===== src/sdr_consts.svh =====
/*
 * Constants of the sense data reporter: command codes, status codes,
 * register offsets, field positions and record lengths.
 * Assumes inclusion by bare name from the package and the design module.
 */
`ifndef SDR_CONSTS_SVH
`define SDR_CONSTS_SVH

`define SDR_OP_SENSE 8'h03
`define SDR_OP_DIAG 8'h1C
`define SDR_STAT_GOOD 8'h00
`define SDR_STAT_CHECK 8'h02

`define SDR_CODE_CURRENT 7'h70
`define SDR_CODE_DEFERRED 7'h71

`define SDR_CDB_LEN 3'h6
`define SDR_SENSE_LEN 5'h12
`define SDR_ADD_SENSE_LEN 8'h0A
`define SDR_DIAG_BYTES 16
`define SDR_DIAG_WORDS 4

`define SDR_REG_CTRL 8'h00
`define SDR_REG_STATUS 8'h04
`define SDR_REG_SENSE_A 8'h08
`define SDR_REG_SENSE_INFO 8'h0C
`define SDR_REG_SENSE_CSI 8'h10
`define SDR_REG_SENSE_B 8'h14
`define SDR_REG_POST 8'h18
`define SDR_REG_DIAG_CFG 8'h1C
`define SDR_REG_DIAG_BUF0 8'h20

`define SDR_CTRL_SEQ_BIT 0
`define SDR_CTRL_PRN_BIT 1
`define SDR_CTRL_PAGE_BIT 2
`define SDR_CTRL_DEFER_BIT 3

`define SDR_SA_KEY_MSB 3
`define SDR_SA_ILI_BIT 4
`define SDR_SA_EOM_BIT 5
`define SDR_SA_FM_BIT 6
`define SDR_SA_VALID_BIT 7

`define SDR_POST_SET_BIT 0
`define SDR_POST_CLR_BIT 1

`endif


===== src/sdr_pkg.sv =====
/*
 * Types of the sense data reporter.
 * Assumes the constants header sits in the same folder.
 */
package sdr_pkg;
	`include "sdr_consts.svh"

	typedef enum logic [1:0] {
		SDR_IDLE = 2'b00,
		SDR_CDB = 2'b01,
		SDR_SEND = 2'b10,
		SDR_STAT = 2'b11
	} sdr_state_t;

	typedef logic [7:0] sdr_byte_t;
endpackage : sdr_pkg


===== src/sdr_core.sv =====
/*
 * Target-side interpreter for the sense request and the diagnostic
 * results request: takes command bytes, streams data-in bytes and
 * reports a status byte; sense fields and diagnostic results are
 * loaded by local firmware over a plain register port.
 * Assumes one initiator-target nexus per instance and all inputs
 * synchronous to clock.
 */
//
// Operation
// - Diagnostic results follow the page code of the preceding self-test command.
// - Sense request is six bytes, opcode 03h, allocation length byte 4.
// - Sense is held on contingent allegiance or other pending information.
// - Without held sense, return NO SENSE and no additional information.
// - Held sense survives until any next command on the nexus clears it.
// - CHECK CONDITION only for reserved bits, parity error or malfunction.
// - Recovered error during a sense request still ends with GOOD.
// - At least eighteen sense bytes can be delivered.
// - Additional sense length is never reduced by truncation.
// - Error code 70h current, 71h deferred optional.
// - Byte 0 holds valid flag in bit 7, error code below.
// - Valid flag set only when information field holds defined content.
// - Byte 7 holds record length minus eight.
// - Fixed byte layout of information, detail codes and key-specific data.
// - Segment number reports current copy segment, zero based.
// - Filemark flag only on sequential devices, reserved otherwise.
// - End-of-medium flag only on sequential or printer devices.
// - Length-mismatch flag marks block length differing from medium.
`timescale 1ns/10ps
`default_nettype none
`include "sdr_consts.svh"

module sdr_core
	import sdr_pkg::*;
(
	input wire logic clock,
	input wire logic reset,
	input wire logic clock_enable,
	input wire logic [7:0] reg_addr,
	input wire logic [31:0] reg_wdata,
	input wire logic reg_write,
	input wire logic reg_read,
	output logic [31:0] reg_rdata,
	input wire logic cdb_valid,
	input wire logic cdb_first,
	input wire sdr_pkg::sdr_byte_t cdb_byte,
	output logic cdb_ready,
	output logic din_valid,
	output sdr_pkg::sdr_byte_t din_byte,
	input wire logic din_ready,
	output logic status_valid,
	output sdr_pkg::sdr_byte_t status_code,
	input wire logic parity_error,
	input wire logic recovered_error,
	input wire logic malfunction,
	output logic busy
);
	import sdr_pkg::*;

	sdr_state_t state_q;
	logic [3:0] ctrl_q;
	logic [31:0] sense_a_q;
	logic [31:0] sense_info_q;
	logic [31:0] sense_csi_q;
	logic [31:0] sense_b_q;
	logic [4:0] diag_len_q;
	logic [7:0] diag_page_q;
	logic [31:0] diag_word_q [0:`SDR_DIAG_WORDS-1];
	logic sense_held_q;
	logic snap_held_q;
	logic [7:0] cdb_q [0:5];
	logic [2:0] cdb_idx_q;
	logic is_diag_q;
	logic fault_q;
	logic last_check_q;
	logic [15:0] count_q;
	logic [15:0] idx_q;
	logic [31:0] rdata_q;
	sdr_byte_t din_byte_q;
	sdr_byte_t status_q;

	logic start_cmd;
	logic cdb_take;
	logic cdb_done;
	logic din_take;
	logic post_set;
	logic post_clr;
	logic reserved_bad;
	logic [15:0] alloc_len;
	logic [15:0] avail_len;

	// Sense record byte at index i
	function automatic sdr_byte_t sense_byte(input logic [15:0] i);
		sdr_byte_t b;
		logic seq;
		logic prn;
		b = 8'h00;
		seq = ctrl_q[`SDR_CTRL_SEQ_BIT];
		prn = ctrl_q[`SDR_CTRL_PRN_BIT];
		case (i)
			16'h0000: begin
				b = {snap_held_q & sense_a_q[`SDR_SA_VALID_BIT],
					ctrl_q[`SDR_CTRL_DEFER_BIT] ? `SDR_CODE_DEFERRED : `SDR_CODE_CURRENT};
			end
			16'h0001: b = sense_a_q[15:8];
			16'h0002: begin
				b = {sense_a_q[`SDR_SA_FM_BIT] & seq,
					sense_a_q[`SDR_SA_EOM_BIT] & (seq | prn),
					sense_a_q[`SDR_SA_ILI_BIT],
					1'b0,
					sense_a_q[`SDR_SA_KEY_MSB:0]};
			end
			16'h0003: b = sense_info_q[31:24];
			16'h0004: b = sense_info_q[23:16];
			16'h0005: b = sense_info_q[15:8];
			16'h0006: b = sense_info_q[7:0];
			16'h0007: b = `SDR_ADD_SENSE_LEN;
			16'h0008: b = sense_csi_q[31:24];
			16'h0009: b = sense_csi_q[23:16];
			16'h000A: b = sense_csi_q[15:8];
			16'h000B: b = sense_csi_q[7:0];
			16'h000C: b = sense_a_q[23:16];
			16'h000D: b = sense_a_q[31:24];
			16'h000E: b = sense_b_q[7:0];
			16'h000F: b = sense_b_q[31:24];
			16'h0010: b = sense_b_q[23:16];
			16'h0011: b = sense_b_q[15:8];
			default: b = 8'h00;
		endcase
		// Nothing held: current code, zero key and detail codes, length remains
		if (!snap_held_q) begin
			if (i == 16'h0000) begin
				b = {1'b0, `SDR_CODE_CURRENT};
			end else if (i != 16'h0007) begin
				b = 8'h00;
			end
		end
		return b;
	endfunction : sense_byte

	// Diagnostic result byte at index i
	function automatic sdr_byte_t diag_byte(input logic [15:0] i);
		sdr_byte_t b;
		logic [31:0] w;
		w = diag_word_q[i[3:2]];
		// Big-endian words: lowest byte index in bits 31:24
		case (i[1:0])
			2'h0: b = w[31:24];
			2'h1: b = w[23:16];
			2'h2: b = w[15:8];
			default: b = w[7:0];
		endcase
		if (i == 16'h0000 && ctrl_q[`SDR_CTRL_PAGE_BIT]) begin
			b = diag_page_q;
		end
		return b;
	endfunction : diag_byte

	function automatic sdr_byte_t next_byte(input logic [15:0] i);
		return is_diag_q ? diag_byte(i) : sense_byte(i);
	endfunction : next_byte

	assign cdb_ready = (state_q == SDR_IDLE) || (state_q == SDR_CDB);
	assign start_cmd = clock_enable && cdb_valid && cdb_first && state_q == SDR_IDLE;
	assign cdb_take = clock_enable && cdb_valid && state_q == SDR_CDB;
	assign cdb_done = cdb_take && cdb_idx_q == `SDR_CDB_LEN - 3'h1;
	assign din_valid = state_q == SDR_SEND;
	assign din_take = clock_enable && din_valid && din_ready;
	assign din_byte = din_byte_q;
	assign status_valid = state_q == SDR_STAT;
	assign status_code = status_q;
	assign reg_rdata = rdata_q;
	assign busy = state_q != SDR_IDLE;
	assign post_set = reg_write && reg_addr == `SDR_REG_POST && reg_wdata[`SDR_POST_SET_BIT];
	assign post_clr = reg_write && reg_addr == `SDR_REG_POST && reg_wdata[`SDR_POST_CLR_BIT];

	// Reserved fields and lengths of the command from captured bytes 1 to 4; the last byte is not checked
	always_comb begin
		if (is_diag_q) begin
			reserved_bad = (cdb_q[1][4:0] != 5'h00) || (cdb_q[2] != 8'h00);
			alloc_len = {cdb_q[3], cdb_q[4]};
			avail_len = {11'h000, diag_len_q};
		end else begin
			reserved_bad = (cdb_q[1][4:0] != 5'h00) || (cdb_q[2] != 8'h00)
				|| (cdb_q[3] != 8'h00);
			alloc_len = {8'h00, cdb_q[4]};
			avail_len = {11'h000, `SDR_SENSE_LEN};
		end
	end

	// Command byte capture; logical unit is not decoded here
	always_ff @(posedge clock or posedge reset) begin
		if (reset) begin
			cdb_idx_q <= 3'h0;
			is_diag_q <= 1'b0;
			for (int k = 0; k < 6; k++) begin
				cdb_q[k] <= 8'h00;
			end
		end else if (start_cmd) begin
			cdb_q[0] <= cdb_byte;
			cdb_idx_q <= 3'h1;
			is_diag_q <= cdb_byte == `SDR_OP_DIAG;
		end else if (cdb_take) begin
			cdb_q[cdb_idx_q] <= cdb_byte;
			cdb_idx_q <= cdb_idx_q + 3'h1;
		end
	end

	// Held sense: set by firmware, cleared by any command on the nexus.
	// Firmware posting in the same cycle wins so a new condition is never lost.
	always_ff @(posedge clock or posedge reset) begin
		if (reset) begin
			sense_held_q <= 1'b0;
			snap_held_q <= 1'b0;
		end else if (clock_enable) begin
			if (start_cmd) begin
				snap_held_q <= sense_held_q;
			end
			if (post_set) begin
				sense_held_q <= 1'b1;
			end else if (start_cmd || post_clr) begin
				sense_held_q <= 1'b0;
			end
		end
	end

	// Command sequencing and status
	always_ff @(posedge clock or posedge reset) begin
		if (reset) begin
			state_q <= SDR_IDLE;
			count_q <= 16'h0000;
			idx_q <= 16'h0000;
			fault_q <= 1'b0;
			din_byte_q <= 8'h00;
			status_q <= `SDR_STAT_GOOD;
			last_check_q <= 1'b0;
		end else if (clock_enable) begin
			case (state_q)
				SDR_IDLE: begin
					fault_q <= 1'b0;
					if (start_cmd) begin
						if (cdb_byte == `SDR_OP_SENSE || cdb_byte == `SDR_OP_DIAG) begin
							state_q <= SDR_CDB;
						end
					end
				end
				SDR_CDB: begin
					if (parity_error) begin
						fault_q <= 1'b1;
					end
					if (cdb_done) begin
						idx_q <= 16'h0000;
						din_byte_q <= next_byte(16'h0000);
						if (reserved_bad || parity_error || fault_q
							|| (!is_diag_q && malfunction)) begin
							status_q <= `SDR_STAT_CHECK;
							state_q <= SDR_STAT;
						end else begin
							count_q <= alloc_len < avail_len ? alloc_len : avail_len;
							status_q <= `SDR_STAT_GOOD;
							if (alloc_len == 16'h0000 || avail_len == 16'h0000) begin
								state_q <= SDR_STAT;
							end else begin
								state_q <= SDR_SEND;
							end
						end
					end
				end
				SDR_SEND: begin
					// A recovered error does not alter the status
					if (parity_error) begin
						fault_q <= 1'b1;
					end
					if (din_take) begin
						idx_q <= idx_q + 16'h0001;
						din_byte_q <= next_byte(idx_q + 16'h0001);
						if (idx_q + 16'h0001 == count_q) begin
							state_q <= SDR_STAT;
							if (fault_q || parity_error) begin
								status_q <= `SDR_STAT_CHECK;
							end else begin
								status_q <= `SDR_STAT_GOOD;
							end
						end
					end
				end
				SDR_STAT: begin
					last_check_q <= status_q == `SDR_STAT_CHECK;
					state_q <= SDR_IDLE;
				end
				default: state_q <= SDR_IDLE;
			endcase
		end
	end

	// Firmware-written configuration and sense fields
	always_ff @(posedge clock or posedge reset) begin
		if (reset) begin
			ctrl_q <= 4'h0;
			sense_a_q <= 32'h00000000;
			sense_info_q <= 32'h00000000;
			sense_csi_q <= 32'h00000000;
			sense_b_q <= 32'h00000000;
			diag_len_q <= 5'h00;
			diag_page_q <= 8'h00;
		end else if (clock_enable && reg_write) begin
			case (reg_addr)
				`SDR_REG_CTRL: ctrl_q <= reg_wdata[3:0];
				`SDR_REG_SENSE_A: sense_a_q <= reg_wdata;
				`SDR_REG_SENSE_INFO: sense_info_q <= reg_wdata;
				`SDR_REG_SENSE_CSI: sense_csi_q <= reg_wdata;
				`SDR_REG_SENSE_B: sense_b_q <= reg_wdata;
				`SDR_REG_DIAG_CFG: begin
					diag_len_q <= reg_wdata[4:0] > 5'h10 ? 5'h10 : reg_wdata[4:0];
					diag_page_q <= reg_wdata[15:8];
				end
				default: ;
			endcase
		end
	end

	// Diagnostic result buffer; one word per process keeps one driver per element
	generate
		for (genvar w = 0; w < `SDR_DIAG_WORDS; w++) begin : g_diag
			always_ff @(posedge clock or posedge reset) begin
				if (reset) begin
					diag_word_q[w] <= 32'h00000000;
				end else if (clock_enable && reg_write
					&& reg_addr == `SDR_REG_DIAG_BUF0 + 8'(w * 4)) begin
					diag_word_q[w] <= reg_wdata;
				end
			end
		end
	endgenerate

	// Read data stands in the cycle after the strobe only; unmapped reads zero
	always_ff @(posedge clock or posedge reset) begin
		if (reset) begin
			rdata_q <= 32'h00000000;
		end else if (clock_enable) begin
			rdata_q <= 32'h00000000;
			if (reg_read) begin
				case (reg_addr)
					`SDR_REG_CTRL: rdata_q <= {28'h0000000, ctrl_q};
					`SDR_REG_STATUS: rdata_q <= {16'h0000, cdb_q[0], 4'h0,
						last_check_q, recovered_error, busy, sense_held_q};
					`SDR_REG_SENSE_A: rdata_q <= sense_a_q;
					`SDR_REG_SENSE_INFO: rdata_q <= sense_info_q;
					`SDR_REG_SENSE_CSI: rdata_q <= sense_csi_q;
					`SDR_REG_SENSE_B: rdata_q <= sense_b_q;
					`SDR_REG_DIAG_CFG: rdata_q <= {16'h0000, diag_page_q, 3'h0, diag_len_q};
					default: rdata_q <= 32'h00000000;
				endcase
			end
		end
	end
endmodule : sdr_core

`default_nettype wire


===== config.mk =====
export PLATFORM = sky130hd
export DESIGN_NAME = sdr_core
export DESIGN_NICKNAME = d
export VERILOG_FILES = /design/src/sdr_pkg.sv /design/src/sdr_core.sv
export VERILOG_INCLUDE_DIRS = /design/src
export SDC_FILE = /design/constraint.sdc
export NUM_CORES = 1
export LEC_CHECK = 0
export BUFFER_PORTS_ARGS = -buffer_cell sky130_fd_sc_hd__clkbuf_2
export CORE_ASPECT_RATIO = 1.25
export CORE_MARGIN = 2
export CORE_UTILIZATION = 25
export DETAILED_ROUTE_END_ITERATION = 10
export PLACE_DENSITY_LB_ADDON = 0.08
export SYNTH_ARGS = -nofsm -noshare
export SYNTH_HDL_FRONTEND = slang
export SYNTH_SLANG_ARGS = --single-unit

===== constraint.sdc =====
create_clock -name clock -period 26.7 [get_ports clock]
set_input_delay 5.34 -clock clock [delete_from_list [all_inputs] [get_ports clock]]
set_output_delay 5.34 -clock clock [all_outputs]
set_load 0.1 [all_outputs]

; Word-level counts from Yosys, hierarchy flattened
; Cells that the tools add are included.
[word_totals]
reg_bits = 411
in_bits = 59
out_inout_bits = 52
[classes]
addsub = 2
order_cmp = 5
eq_ne = 45
mux = 52
bitwise_logic = 8
reduce_logical = 59
[ops]
columns = op, count
row1 = 32-bit one-hot mux with 7 select lines, 1
row2 = 8-bit one-hot mux with 18 select lines, 1
row3 = "16-bit by 4-bit == test with 1-bit output, second input constant", 8
row4 = 8-bit two-way mux, 15
row5 = 32-bit two-way mux, 3
row6 = 32-bit binary-select mux with 2-bit select, 1
row7 = "16-bit by 3-bit == test with 1-bit output, second input constant", 4
row8 = 16-bit two-way mux, 4
row9 = 48-bit bitwise mux, 1
row10 = 16-bit zero test, 3
row11 = 48-bit two-way mux, 1
row12 = "8-bit by 5-bit == test with 1-bit output, second input constant", 5
row13 = "16-bit by 2-bit == test with 1-bit output, second input constant", 2
row14 = "16-bit by 5-bit == test with 1-bit output, second input constant", 2
row15 = "8-bit by 6-bit == test with 1-bit output, second input constant", 4
row16 = 16-bit one-hot mux with 2 select lines, 1
row17 = 8-bit one-hot mux with 2 select lines, 2
row18 = 8-bit demux with 3-bit select, 1
row19 = 8-bit one-hot mux with 3 select lines, 1
row20 = 2-bit AND reduction, 10
row21 = 1-bit logical AND, 18
row22 = "16-bit by 1-bit adder with 16-bit output, second input constant", 1
row23 = "16-bit by 1-bit == test with 1-bit output, second input constant", 1
row24 = 16-bit == test, 1
row25 = 38 further kinds, 80

; Logic depth before layout (Yosys ltp)
; Gate-level depths: netlist (run 1).
[logic_depth]
ltp_word = 10
depth_mapped = 12
depth_no_buf = 10

; Least setup slack after synthesis (run 1)
; Ideal clock, no wire load.
[synth_path]
path_kind = input to register
start = input port clock_enable
end = register din_byte_q[5] (netlist: din_byte[5])
setup_time_ns = 0.137
t_arrival_ns = 6.998
path_slack_ns = 19.565
stages = 8
cell_sequence = clkbuf_1 > nand4_1 > a221oi_1 > o21ai_1 > a21oi_1 > o2111ai_1 > a222oi_1 > a22oi_1
[synth_via]
elab_chain_len = 5
elab_cells_between_ends = 8
cone_classes = eq/ne (2) / reduce/logical (6)
[synth_lines]
columns = item, line_no
row1 = from (decl), sdr_core.sv:38  ; input wire logic clock_enable,
row2 = 1-bit logical AND (2 in series), sdr_core.sv:165  ; assign cdb_take = clock_enable && cdb_valid && state_q == SDR_CDB;
row3 = 1-bit logical AND, sdr_core.sv:166  ; assign cdb_done = cdb_take && cdb_idx_q == `SDR_CDB_LEN - 3'h1;
row4 = 2-bit != test (no source line), -
row5 = 4-bit AND reduction (no source line) *, -
row6 = to (signal assigned), sdr_core.sv:253  ; din_byte_q <= next_byte(16'h0000);
row7 = to (signal assigned), sdr_core.sv:276  ; din_byte_q <= next_byte(idx_q + 16'h0001);
row8 = to (decl), sdr_core.sv:79  ; sdr_byte_t din_byte_q;
; Mark *: on every way between the ends. The rest lies on a longest branch, timed or not.
; A chain may end at the register's enable or synchronous reset.

; Worst setup path after layout (run 1)
; Same ends and word-level chain as after synthesis.

==> impl_metrics.tcl, run 1 <==
set metrics [dict create \
    synthTopCellsByCount "dfrtp_1 (393), mux2_2 (306), nand2_1 (155), clkbuf_1 (62), nor2_1 (53)" \
    crit_family "buffers and inverters" \
    max_cap_viol_count 0 \
    antenna_left 0 \
    async_flop_share 1.00 \
    nFillCells 8090 \
    via_per_inst 5.20 \
    pre_cts_slack_ns 18.43 \
    wl_per_cell_um 27.6 \
    rows 114 \
    diodes 0 \
    clock_sinks 393 \
    setup_tns_ns 0 \
    hold_violations 0 \
    cp_max_fo 22 \
    fin_crit_sh 0.285 \
    yosysMostFrequentCell "dfrtp_1" \
    die_y_um 317 \
    path_cells "clkbuf_2 -> clkinv_1 -> buf_4 -> a221oi_1 -> o21ai_1 -> buf_4 -> a21oi_1 -> o2111ai_1 -> a222oi_1 -> a22oi_1" \
    core_area_um2 77600 \
    hp-class "reg -> reg" \
    synth_area_um2 19600 \
    dpl_cell_area_um2 21300 \
    finalSetupViolCount 0 \
    antenna_found_initial 1 \
    slew_viol_final 0 \
    cp.required_ns 27.16 \
    totalWireLength_um 78400 \
    cts_tree "built" \
    setup_ws_ns 19.09 \
    first_global_vias 15172 \
    synth_top_area_share 0.501 \
    peakVddDrop_v 0.0000481 \
    synth_area_per_cell_um2 11.6 \
    p_leak_uw 0.0106 \
    via_count 14748 \
    postCtsSetupRepairBufs 0 \
    h-tree-depth 2 \
    min_period_ns 7.61 \
    drive_above_1_share 0.314 \
    synth_edf_count 0 \
    hold_buffers 0 \
    path_clk_slew_ns 0.07 \
    initial_core_util 0.253 \
    worstPathArrival_ns 8.08 \
    ys_seq_area_frac 0.501 \
    grt_pass1_wl_um 114000 \
    crit_type "in -> reg" \
    crit_top_cell "buf_4" \
    grt_max_degree 143 \
    max_stage_delay_ns 0.53 \
    grt.overflow.total 0 \
    clock_latency_ns 0.60 \
    design.die.area_um2 80800 \
    critPathLaunchType "input port" \
    cts_buffers 48 \
    p_per_area_nw_per_um2 76.1 \
    multi_input_area_um2 9270 \
    design_area_um2 22900 \
    yosysUniqueCellTypes 77 \
    portBuffers 103 \
    clockBufferDepth 3 \
    slowest_stage "clkinv_1" \
    synth_top_cell_by_area "dfrtp_1" \
    drt_pre_antenna_iters 7 \
    rsz0062_at_grt "no" \
    timing.hold.ws_ns 0.484 \
    worst_pin_slew_ns 1.11 \
    dpl.hpwl_um 54200 \
    status "finished, final reports clean" \
    grt_use_total 0.195 \
    cts-resized-gates 0 \
    slew_headroom 0.256 \
    final_nets 1835 \
    synth-seq-cells 393 \
    clockRootBuffer "clkbuf_16" \
    syn_to_final_growth_pct 16.7 \
    finClkSkew_ns 0.0246 \
    yosys-top-cells-area "dfrtp_1 (50%), mux2_2 (18%), nand2_1 (3.0%), mux2i_1 (2.6%), o2bb2ai_1 (1.4%)" \
    drcViolationCount 0 \
    register_area_um2 9830 \
    clock.fmax_mhz 131 \
    synthCells 1694 \
    synthFlopType "dfrtp_1" \
    first_iter_violations 1206 \
    endpoint_kind "flop" \
    ys_warn_count 0 \
    num_io_pins 111 \
    place.gp.congestion 0.896 \
    critPathBufInv 4 \
    die_w_um 255 \
]
## sequential cells by signal (all words and copies together) (netlist names), 2 cells and up
name	cells
ctrl_q	4
diag_word_q	128
diag_page_q	8
state_q	2
idx_q	16
sense_info_q	32
diag_len_q	5
din_byte	8
sense_a_q	32
count_q	16
sense_b_q	32
cdb_idx_q	3
reg_rdata	32
cdb_q	37
sense_csi_q	32
## routing by layer
metal,vias up,track usage,share of wire
met5,-,0,0
met4,0,0.0748,0.040
met3,127,0.0225,0.034
met2,370,0.349,0.51
met1,7781,0.238,0.42
li1,6470,-,-
## final timing paths
check / cells past startpoint / startpoint / endpoint / slack [ns]
min in group asynchronous: 2 / reset / cdb_q[21] / 4.87
worst max register to register: 9 / idx_q[2] / din_byte[0] / 22.04
worst min register to register: 1 / reg_rdata[29] / reg_rdata[29] / 0.48
worst min-delay path: 1 / reg_rdata[29] / reg_rdata[29] / 0.48
max in group asynchronous: 3 / reset / reg_rdata[29] / 20.22
worst max-delay path: 10 / clock_enable / din_byte[5] / 19.09
## logic make-up (layout without fill, tap and decap cells)
group,Yosys count,count (layout),share of synthesized area
compound gates,348,348,0.134
mux,367,367,0.211
fa+ha+maj,16,16,0.0102
simple gates,388,388,0.0962
flops,393,393,0.501
buf+inv,150,244,0.0334
other cells,1,7,0.000191
xor+xnor,31,31,0.0148
## placed cells by master (no fill, tap or decap), types with 20 or more instances in the layout
cell / Yosys / layout
clkbuf_16: 0 / 50
nor2_1: 53 / 50
a221oi_1: 31 / 31
o21ai_0: 43 / 43
a22o_1: 26 / 26
mux2_2: 306 / 306
a22oi_1: 36 / 36
dfrtp_1: 393 / 393
xnor2_1: 22 / 20
nor3_1: 22 / 22
nand4_1: 20 / 20
nand3_1: 51 / 50
a21oi_1: 41 / 41
clkbuf_2: 0 / 103
buf_4: 11 / 36
nand2_1: 155 / 150
o2bb2ai_1: 32 / 32
mux2i_1: 51 / 51
## area by class of cell
type                            count  share of cell area
Clock inverter                     14             0.00813
Inverter                           20             0.00360
Timing Repair Buffer              140              0.0351
Tap cell                         1044              0.0570
Sequential cell                   393               0.429
Multi-Input combinational cell   1157               0.404
Clock buffer                       70              0.0631
## worst register-to-register path: stages, from the launching register on
cell and delay [ns]:
dfrtp_1 0.60, and3_4 0.29, xnor2_4 0.47, buf_4 0.58, buf_4 0.65, mux2i_1 0.41
o221ai_1 0.18, o41ai_1 0.69, a21oi_1 0.27, a311o_1 0.41
## power breakdown
group	switching (uW)	leakage [uW]	internal (uW)	total, uW
Sequential	51.3	0.00538	642	693
Combinational	262	0.00438	103	365
Clock	274	0.000803	412	686
## metrics by stage
step	total power (uW)	utilization	instances
final	1740	0.296	2838
after global routing	1820	0.296	2838
after CTS	1770	0.296	2838
after detailed placement	1070	0.274	2754
after global placement	1070	0.274	2754
after floorplan	925	-	1700
Note: power is estimated with default switching activity, not from simulation.
==> run 2: changes to the inputs <==
- ABC_AREA: unset -> 1
- clock period: 26.7 -> 7.8 ns (I/O delays scaled with it)
==> run 2 against run 1 <==
Net effect: clock skew is 0.0021 ns higher; non-clock buffer count fell by 11; worst hold slack got worse by 0.0060 ns; critical endpoint unchanged; highest routed layer unchanged; via count rose by 16%; first-iteration DRC count down 5.7%; sequential share of layout area is 0.57 points higher; core utilization down 0.22 points; clock power increased to 3.5 times the previous value.
==> impl_metrics.tcl, run 2 <==
set metrics [dict create \
    drt_pre_antenna_iters 5 \
    via_per_inst 4.84 \
    first_iter_violations 1137 \
    dpl.hpwl_um 57800 \
    drive_above_1_share 0.113 \
    synthFlopType "dfrtp_1" \
    slew_viol_final 0 \
    mostFrequentLayoutCell "nand2_1" \
    totalWireLength_um 80200 \
    finalSetupViolCount 0 \
    worst_pin_slew_ns 1.23 \
    rsz0062_at_grt "no" \
    yosysMostFrequentCell "nand2_1" \
    syn_to_final_growth_pct 16.5 \
    largestRegisters "diag_word_q x128, cdb_q x37" \
    clock_sinks 393 \
    die_y_um 316 \
    final_cell_mix "nand2_1 (666), dfrtp_1 (393), o21ai_0 (391)" \
    cp.required_ns 8.29 \
    ys_warn_count 0 \
    max_cap_viol_count 0 \
    initial_core_util 0.252 \
    async_flop_share 1.00 \
    peakVddDrop_v 0.000161 \
    final_nets 2519 \
    synthTopCellsByCount "nand2_1 (670), dfrtp_1 (393), o21ai_0 (391), inv_1 (171), nand3_1 (149)" \
    synth-seq-cells 393 \
    slew_headroom 0.178 \
    synthCells 2382 \
    largest_register_ffs 128 \
    core_area_um2 77200 \
    critPathLaunchType "input port" \
    synth_top_area_share 0.506 \
    finClkSkew_ns 0.0268 \
    clockRootBuffer "clkbuf_16" \
    final_core_util 0.293 \
    first_global_vias 17255 \
    grt_use_total 0.202 \
    synth_edf_count 0 \
    num_io_pins 111 \
    hp-class "reg -> reg" \
    clock_latency_ns 0.61 \
    synth_area_per_cell_um2 8.16 \
    postCtsSetupRepairBufs 0 \
    hold_violations 0 \
    cp_max_fo 36 \
    r2r_slack_ns 3.43 \
    synth_area_um2 19400 \
    timing.hold.ws_ns 0.478 \
    p_per_area_nw_per_um2 288 \
    synth_top_cell_by_area "dfrtp_1" \
    p_leak_uw 0.0103 \
    rows 114 \
    antenna_found_initial 1 \
    crit_type "in -> reg" \
    diodes 0 \
    worstPathArrival_ns 5.18 \
    antenna_left 0 \
    min_period_ns 4.69 \
    cts_buffers 48 \
    h-tree-depth 2 \
    portBuffers 103 \
    setup_tns_ns 0 \
    wl_per_cell_um 22.7 \
    clock.fmax_mhz 213 \
    yosysUniqueCellTypes 56 \
    status "finished, final reports clean" \
    hold_buffers 0 \
    die_w_um 253 \
    grt.overflow.total 0 \
    endpoint_kind "flop" \
    grt_pass1_wl_um 119000 \
    grt_max_degree 161 \
    nFillCells 8360 \
    clockBufferDepth 3 \
    yosys-top-cells-area "dfrtp_1 (51%), nand2_1 (13%), o21ai_0 (10%), nand3_1 (3.8%), inv_1 (3.3%)" \
    regMostFlops "diag_word_q" \
    cts_tree "built" \
    drcViolationCount 0 \
    place.gp.congestion 0.894 \
    fin_crit_sh 0.602 \
    via_count 17068 \
    path_clk_slew_ns 0.06 \
    design.die.area_um2 80000 \
    cts-resized-gates 0 \
    ys_seq_area_frac 0.506 \
]
[run 2: cells by family after synthesis]
kind of cell,Yosys count,share of synthesized area
adders and majority gates,16,0.0103
DFF,393,0.506
other,1,0.000193
buffers and inverters,305,0.0647
AOI/OAI and AO/OA,579,0.168
xor gates and xnor gates,9,0.00502
and+or+nand+nor,1079,0.246
[run 2: cell type report]
type | count | area (um2) | area share
clock buffers | 77 | 1460 | 0.0646
multi-input cells | 1690 | 8400 | 0.371
flip-flops and latches | 393 | 9830 | 0.435
well taps | 1044 | 1310 | 0.0577
inverters | 182 | 689 | 0.0305
clock inverters | 12 | 201 | 0.00890
repair buffers | 129 | 733 | 0.0324
[run 2: path summary, 6_finish.rpt]
| kind | start | to | cells past startpoint |
|---|---|---|---|
| hold reg to reg | cdb_q[20] | cdb_q[20] | 2 |
| setup reg to reg | idx_q[0] | din_byte[7] | 19 |
| setup / recovery | clock_enable | din_byte[5] | 11 |
| hold / removal | cdb_q[20] | cdb_q[20] | 2 |
| max in group asynchronous | reset | diag_word_q[12] | 3 |
| min in group asynchronous | reset | count_q[9] | 2 |
[run 2: report_power, final]
part	switching [uW]	total (uW)	internal [uW]
clock network	936	2380	1450
logic	1360	1740	383
registers	175	2400	2220
total	2470	6520	4050
[run 2: worst max-delay path, cell delays in order]
cell and delay, ns:
clkbuf_2 0.20, inv_2 0.63, nor3_1 0.26, nand3_1 0.20
inv_1 0.07, o21ai_0 0.21, nor2_1 0.16, a21oi_1 0.65
inv_1 0.61, or2_2 0.45, a21boi_1 0.14
[run 2: per-stage QoR]
| stage | setup WS (ns) | std cells | total power (uW) | area [um2] |
|---|---|---|---|---|
| 2_1_floorplan | 0.952 | 2388 | 3580 | 19500 |
| 3_3_place_gp | 2.53 | 3437 | 4190 | 21000 |
| 5_1_grt | 2.61 | 3527 | 6860 | 22600 |
| 3_5_place_dp | 2.38 | 3437 | 4200 | 21000 |
| 4_1_cts | 3.02 | 3526 | 6620 | 22600 |
| 6_report | 3.11 | 3527 | 6520 | 22600 |
[run 2: metal layers]
layer / vias to the layer above / track usage / part of all wire / routed length (um)
met3: 142 / 0.0263 / 0.037 / 2970
met1: 8397 / 0.248 / 0.42 / 33600
met2: 387 / 0.350 / 0.49 / 39600
met4: 0 / 0.0948 / 0.050 / 3990
li1: 8142 / - / - / -
met5: - / 0 / 0 / 0
==> run 3: changes to the inputs <==
- clock period: 7.8 -> 4.1 ns (I/O delays scaled with it)
==> run 3 against run 2 <==
Net effect: sequential share of layout area is 0.29 points lower; core utilization up 0.20 points; clock skew down 0.016 ns; sequential power up 92%; final area increased by 0.67%; cell count grew 0.68%; register-to-register slack lost 2.8 ns; power up 88%; largest power group unchanged.
==> impl_metrics.tcl, run 3 (same netlist as run 2, synthesis figures left out) <==
set metrics [dict create \
    rsz0062_at_grt "no" \
    max_cap_viol_count 0 \
    h-tree-depth 2 \
    portBuffers 103 \
    fin_crit_sh 0.858 \
    critPathLaunchType "flop" \
    via_count 17320 \
    timing.hold.ws_ns 0.438 \
    grt.overflow.total 0 \
    cts_tree "built" \
    clock.fmax_mhz 284 \
    r2r_slack_ns 0.58 \
    nFillCells 8322 \
    hold_violations 0 \
    rows 114 \
    clock_sinks 393 \
    slew_headroom 0.193 \
    p_per_area_nw_per_um2 537 \
    finClkSkew_ns 0.0105 \
    largestRegisters "diag_word_q x128, cdb_q x37" \
    dpl.hpwl_um 61100 \
    via_per_inst 4.88 \
    drt_pre_antenna_iters 6 \
    status "finished, final reports clean" \
    power.internal_uw 7490 \
    wl_per_cell_um 23.4 \
    setup_tns_ns 0 \
    mostFrequentLayoutCell "nand2_1" \
    crit_type "reg -> reg" \
    path_clk_slew_ns 0.06 \
    clockBufferDepth 3 \
    instances_no_fill 3551 \
    r2r-end "din_byte[2]" \
    r2r-start "idx_q[0]" \
    first_global_vias 17141 \
    postCtsSetupRepairBufs 0 \
    regMostFlops "diag_word_q" \
    design.die.area_um2 80000 \
    peakVddDrop_v 0.000318 \
    clock_power_share 0.346 \
    register_area_um2 9830 \
    die_y_um 316 \
    worst_pin_slew_ns 1.18 \
    antenna_left 0 \
    multi_input_area_um2 8400 \
    final_nets 2547 \
    hp-class "in -> async" \
    drcViolationCount 0 \
    initial_core_util 0.252 \
    dp.cells 3467 \
    grt_use_total 0.208 \
    worstPathArrival_ns 4.04 \
    totalWireLength_um 83000 \
    syn_to_final_growth_pct 17.3 \
    drive_above_1_share 0.124 \
    switching_share 0.387 \
    largest_register_ffs 128 \
    place.gp.congestion 0.899 \
    final_cell_mix "nand2_1 (666), dfrtp_1 (393), o21ai_0 (391)" \
    cp_max_fo 17 \
    hold_buffers 0 \
    reg2regPathDepth 18 \
    grt_pass1_wl_um 121000 \
    grt_max_degree 84 \
    core_area_um2 77200 \
    power_frac_seq 0.376 \
    cts_buffers 47 \
    p_sw_uw 4740 \
    clock_latency_ns 0.59 \
    endpoint_kind "flop" \
    first_iter_violations 1275 \
    cp.required_ns 4.62 \
    min_period_ns 3.52 \
    combPwrFrac 0.278 \
    die_w_um 253 \
    clockRootBuffer "clkbuf_16" \
    cts-resized-gates 0 \
    p_leak_uw 0.0104 \
    num_io_pins 111 \
    slew_viol_final 0 \
    antenna_found_initial 0 \
    finalSetupViolCount 0 \
]
[run 3: changes by cell type in the layout (fill, tap and decap cells not counted), moves of 3 or more]
cell	change
buf_12	+7
buf_4	+23
clkbuf_1	-8
clkbuf_16	-3
clkbuf_8	-6
clkinv_2	+10
[run 3: worst max-delay path by stage]
| stage | start | to | slack [ns] |
|---|---|---|---|
| after floorplan | reset | cdb_idx_q[0] | -2.01 |
| after global placement | reg_addr[7] | reg_rdata[9] | 0.43 |
| after detailed placement | reg_addr[7] | reg_rdata[9] | 0.42 |
| after CTS | idx_q[0] | din_byte[2] | 0.59 |
| after global routing | idx_q[0] | din_byte[1] | 0.25 |
| final | idx_q[0] | din_byte[2] | 0.58 |
[run 3: layout make-up]
type | count | area share
Timing Repair Buffer | 158 | 0.0457
Clock buffer | 60 | 0.0560
Sequential cell | 393 | 0.432
Tap cell | 1044 | 0.0573
Inverter | 182 | 0.0303
Antenna cell | 1 | 0.000110
Clock inverter | 23 | 0.0102
Multi-Input combinational cell | 1690 | 0.369
[run 3: per-layer routing]
layer	wire length (um)	vias up	track usage
met5	0	-	0
met4	3210	0	0.0789
met3	2920	127	0.0246
met2	42600	420	0.372
met1	34200	8580	0.254
li1	-	8193	-
[run 3: power by group through the flow]
stage	sequential (uW)	clock, uW	combinational, uW
global placement	4670	0	3420
detailed placement	4660	0	3440
floorplan	4770	0	2040
CTS	4600	4360	3440
global route	4640	4500	3710
finish	4600	4230	3400
[run 3: metrics by stage]
stage	instance area (um2)	utilization	total power [uW]	setup WS (ns)
after CTS	22800	0.295	12400	0.588
after global placement	21300	0.276	8080	0.426
final	22800	0.295	12200	0.583
after floorplan	19500	-	6810	-2.01
after detailed placement	21300	0.276	8100	0.419
after global routing	22800	0.295	12900	0.253
[run 3: worst max-delay path: stages (launching register included)]
cell	delay (ns)
dfrtp_1	0.51
ha_1	0.46
nand3_2	0.19
nor2_4	0.17
nand2_1	0.06
nand2_1	0.17
nand2_4	0.14
nor2_8	0.26
inv_4	0.18
nor2_1	0.44
o21ai_0	0.12
and2_1	0.16
nand2_1	0.07
nor2_1	0.04
nand3_1	0.09
nand4_1	0.10
nand2_1	0.10
nand2_1	0.05
a21oi_1	0.13
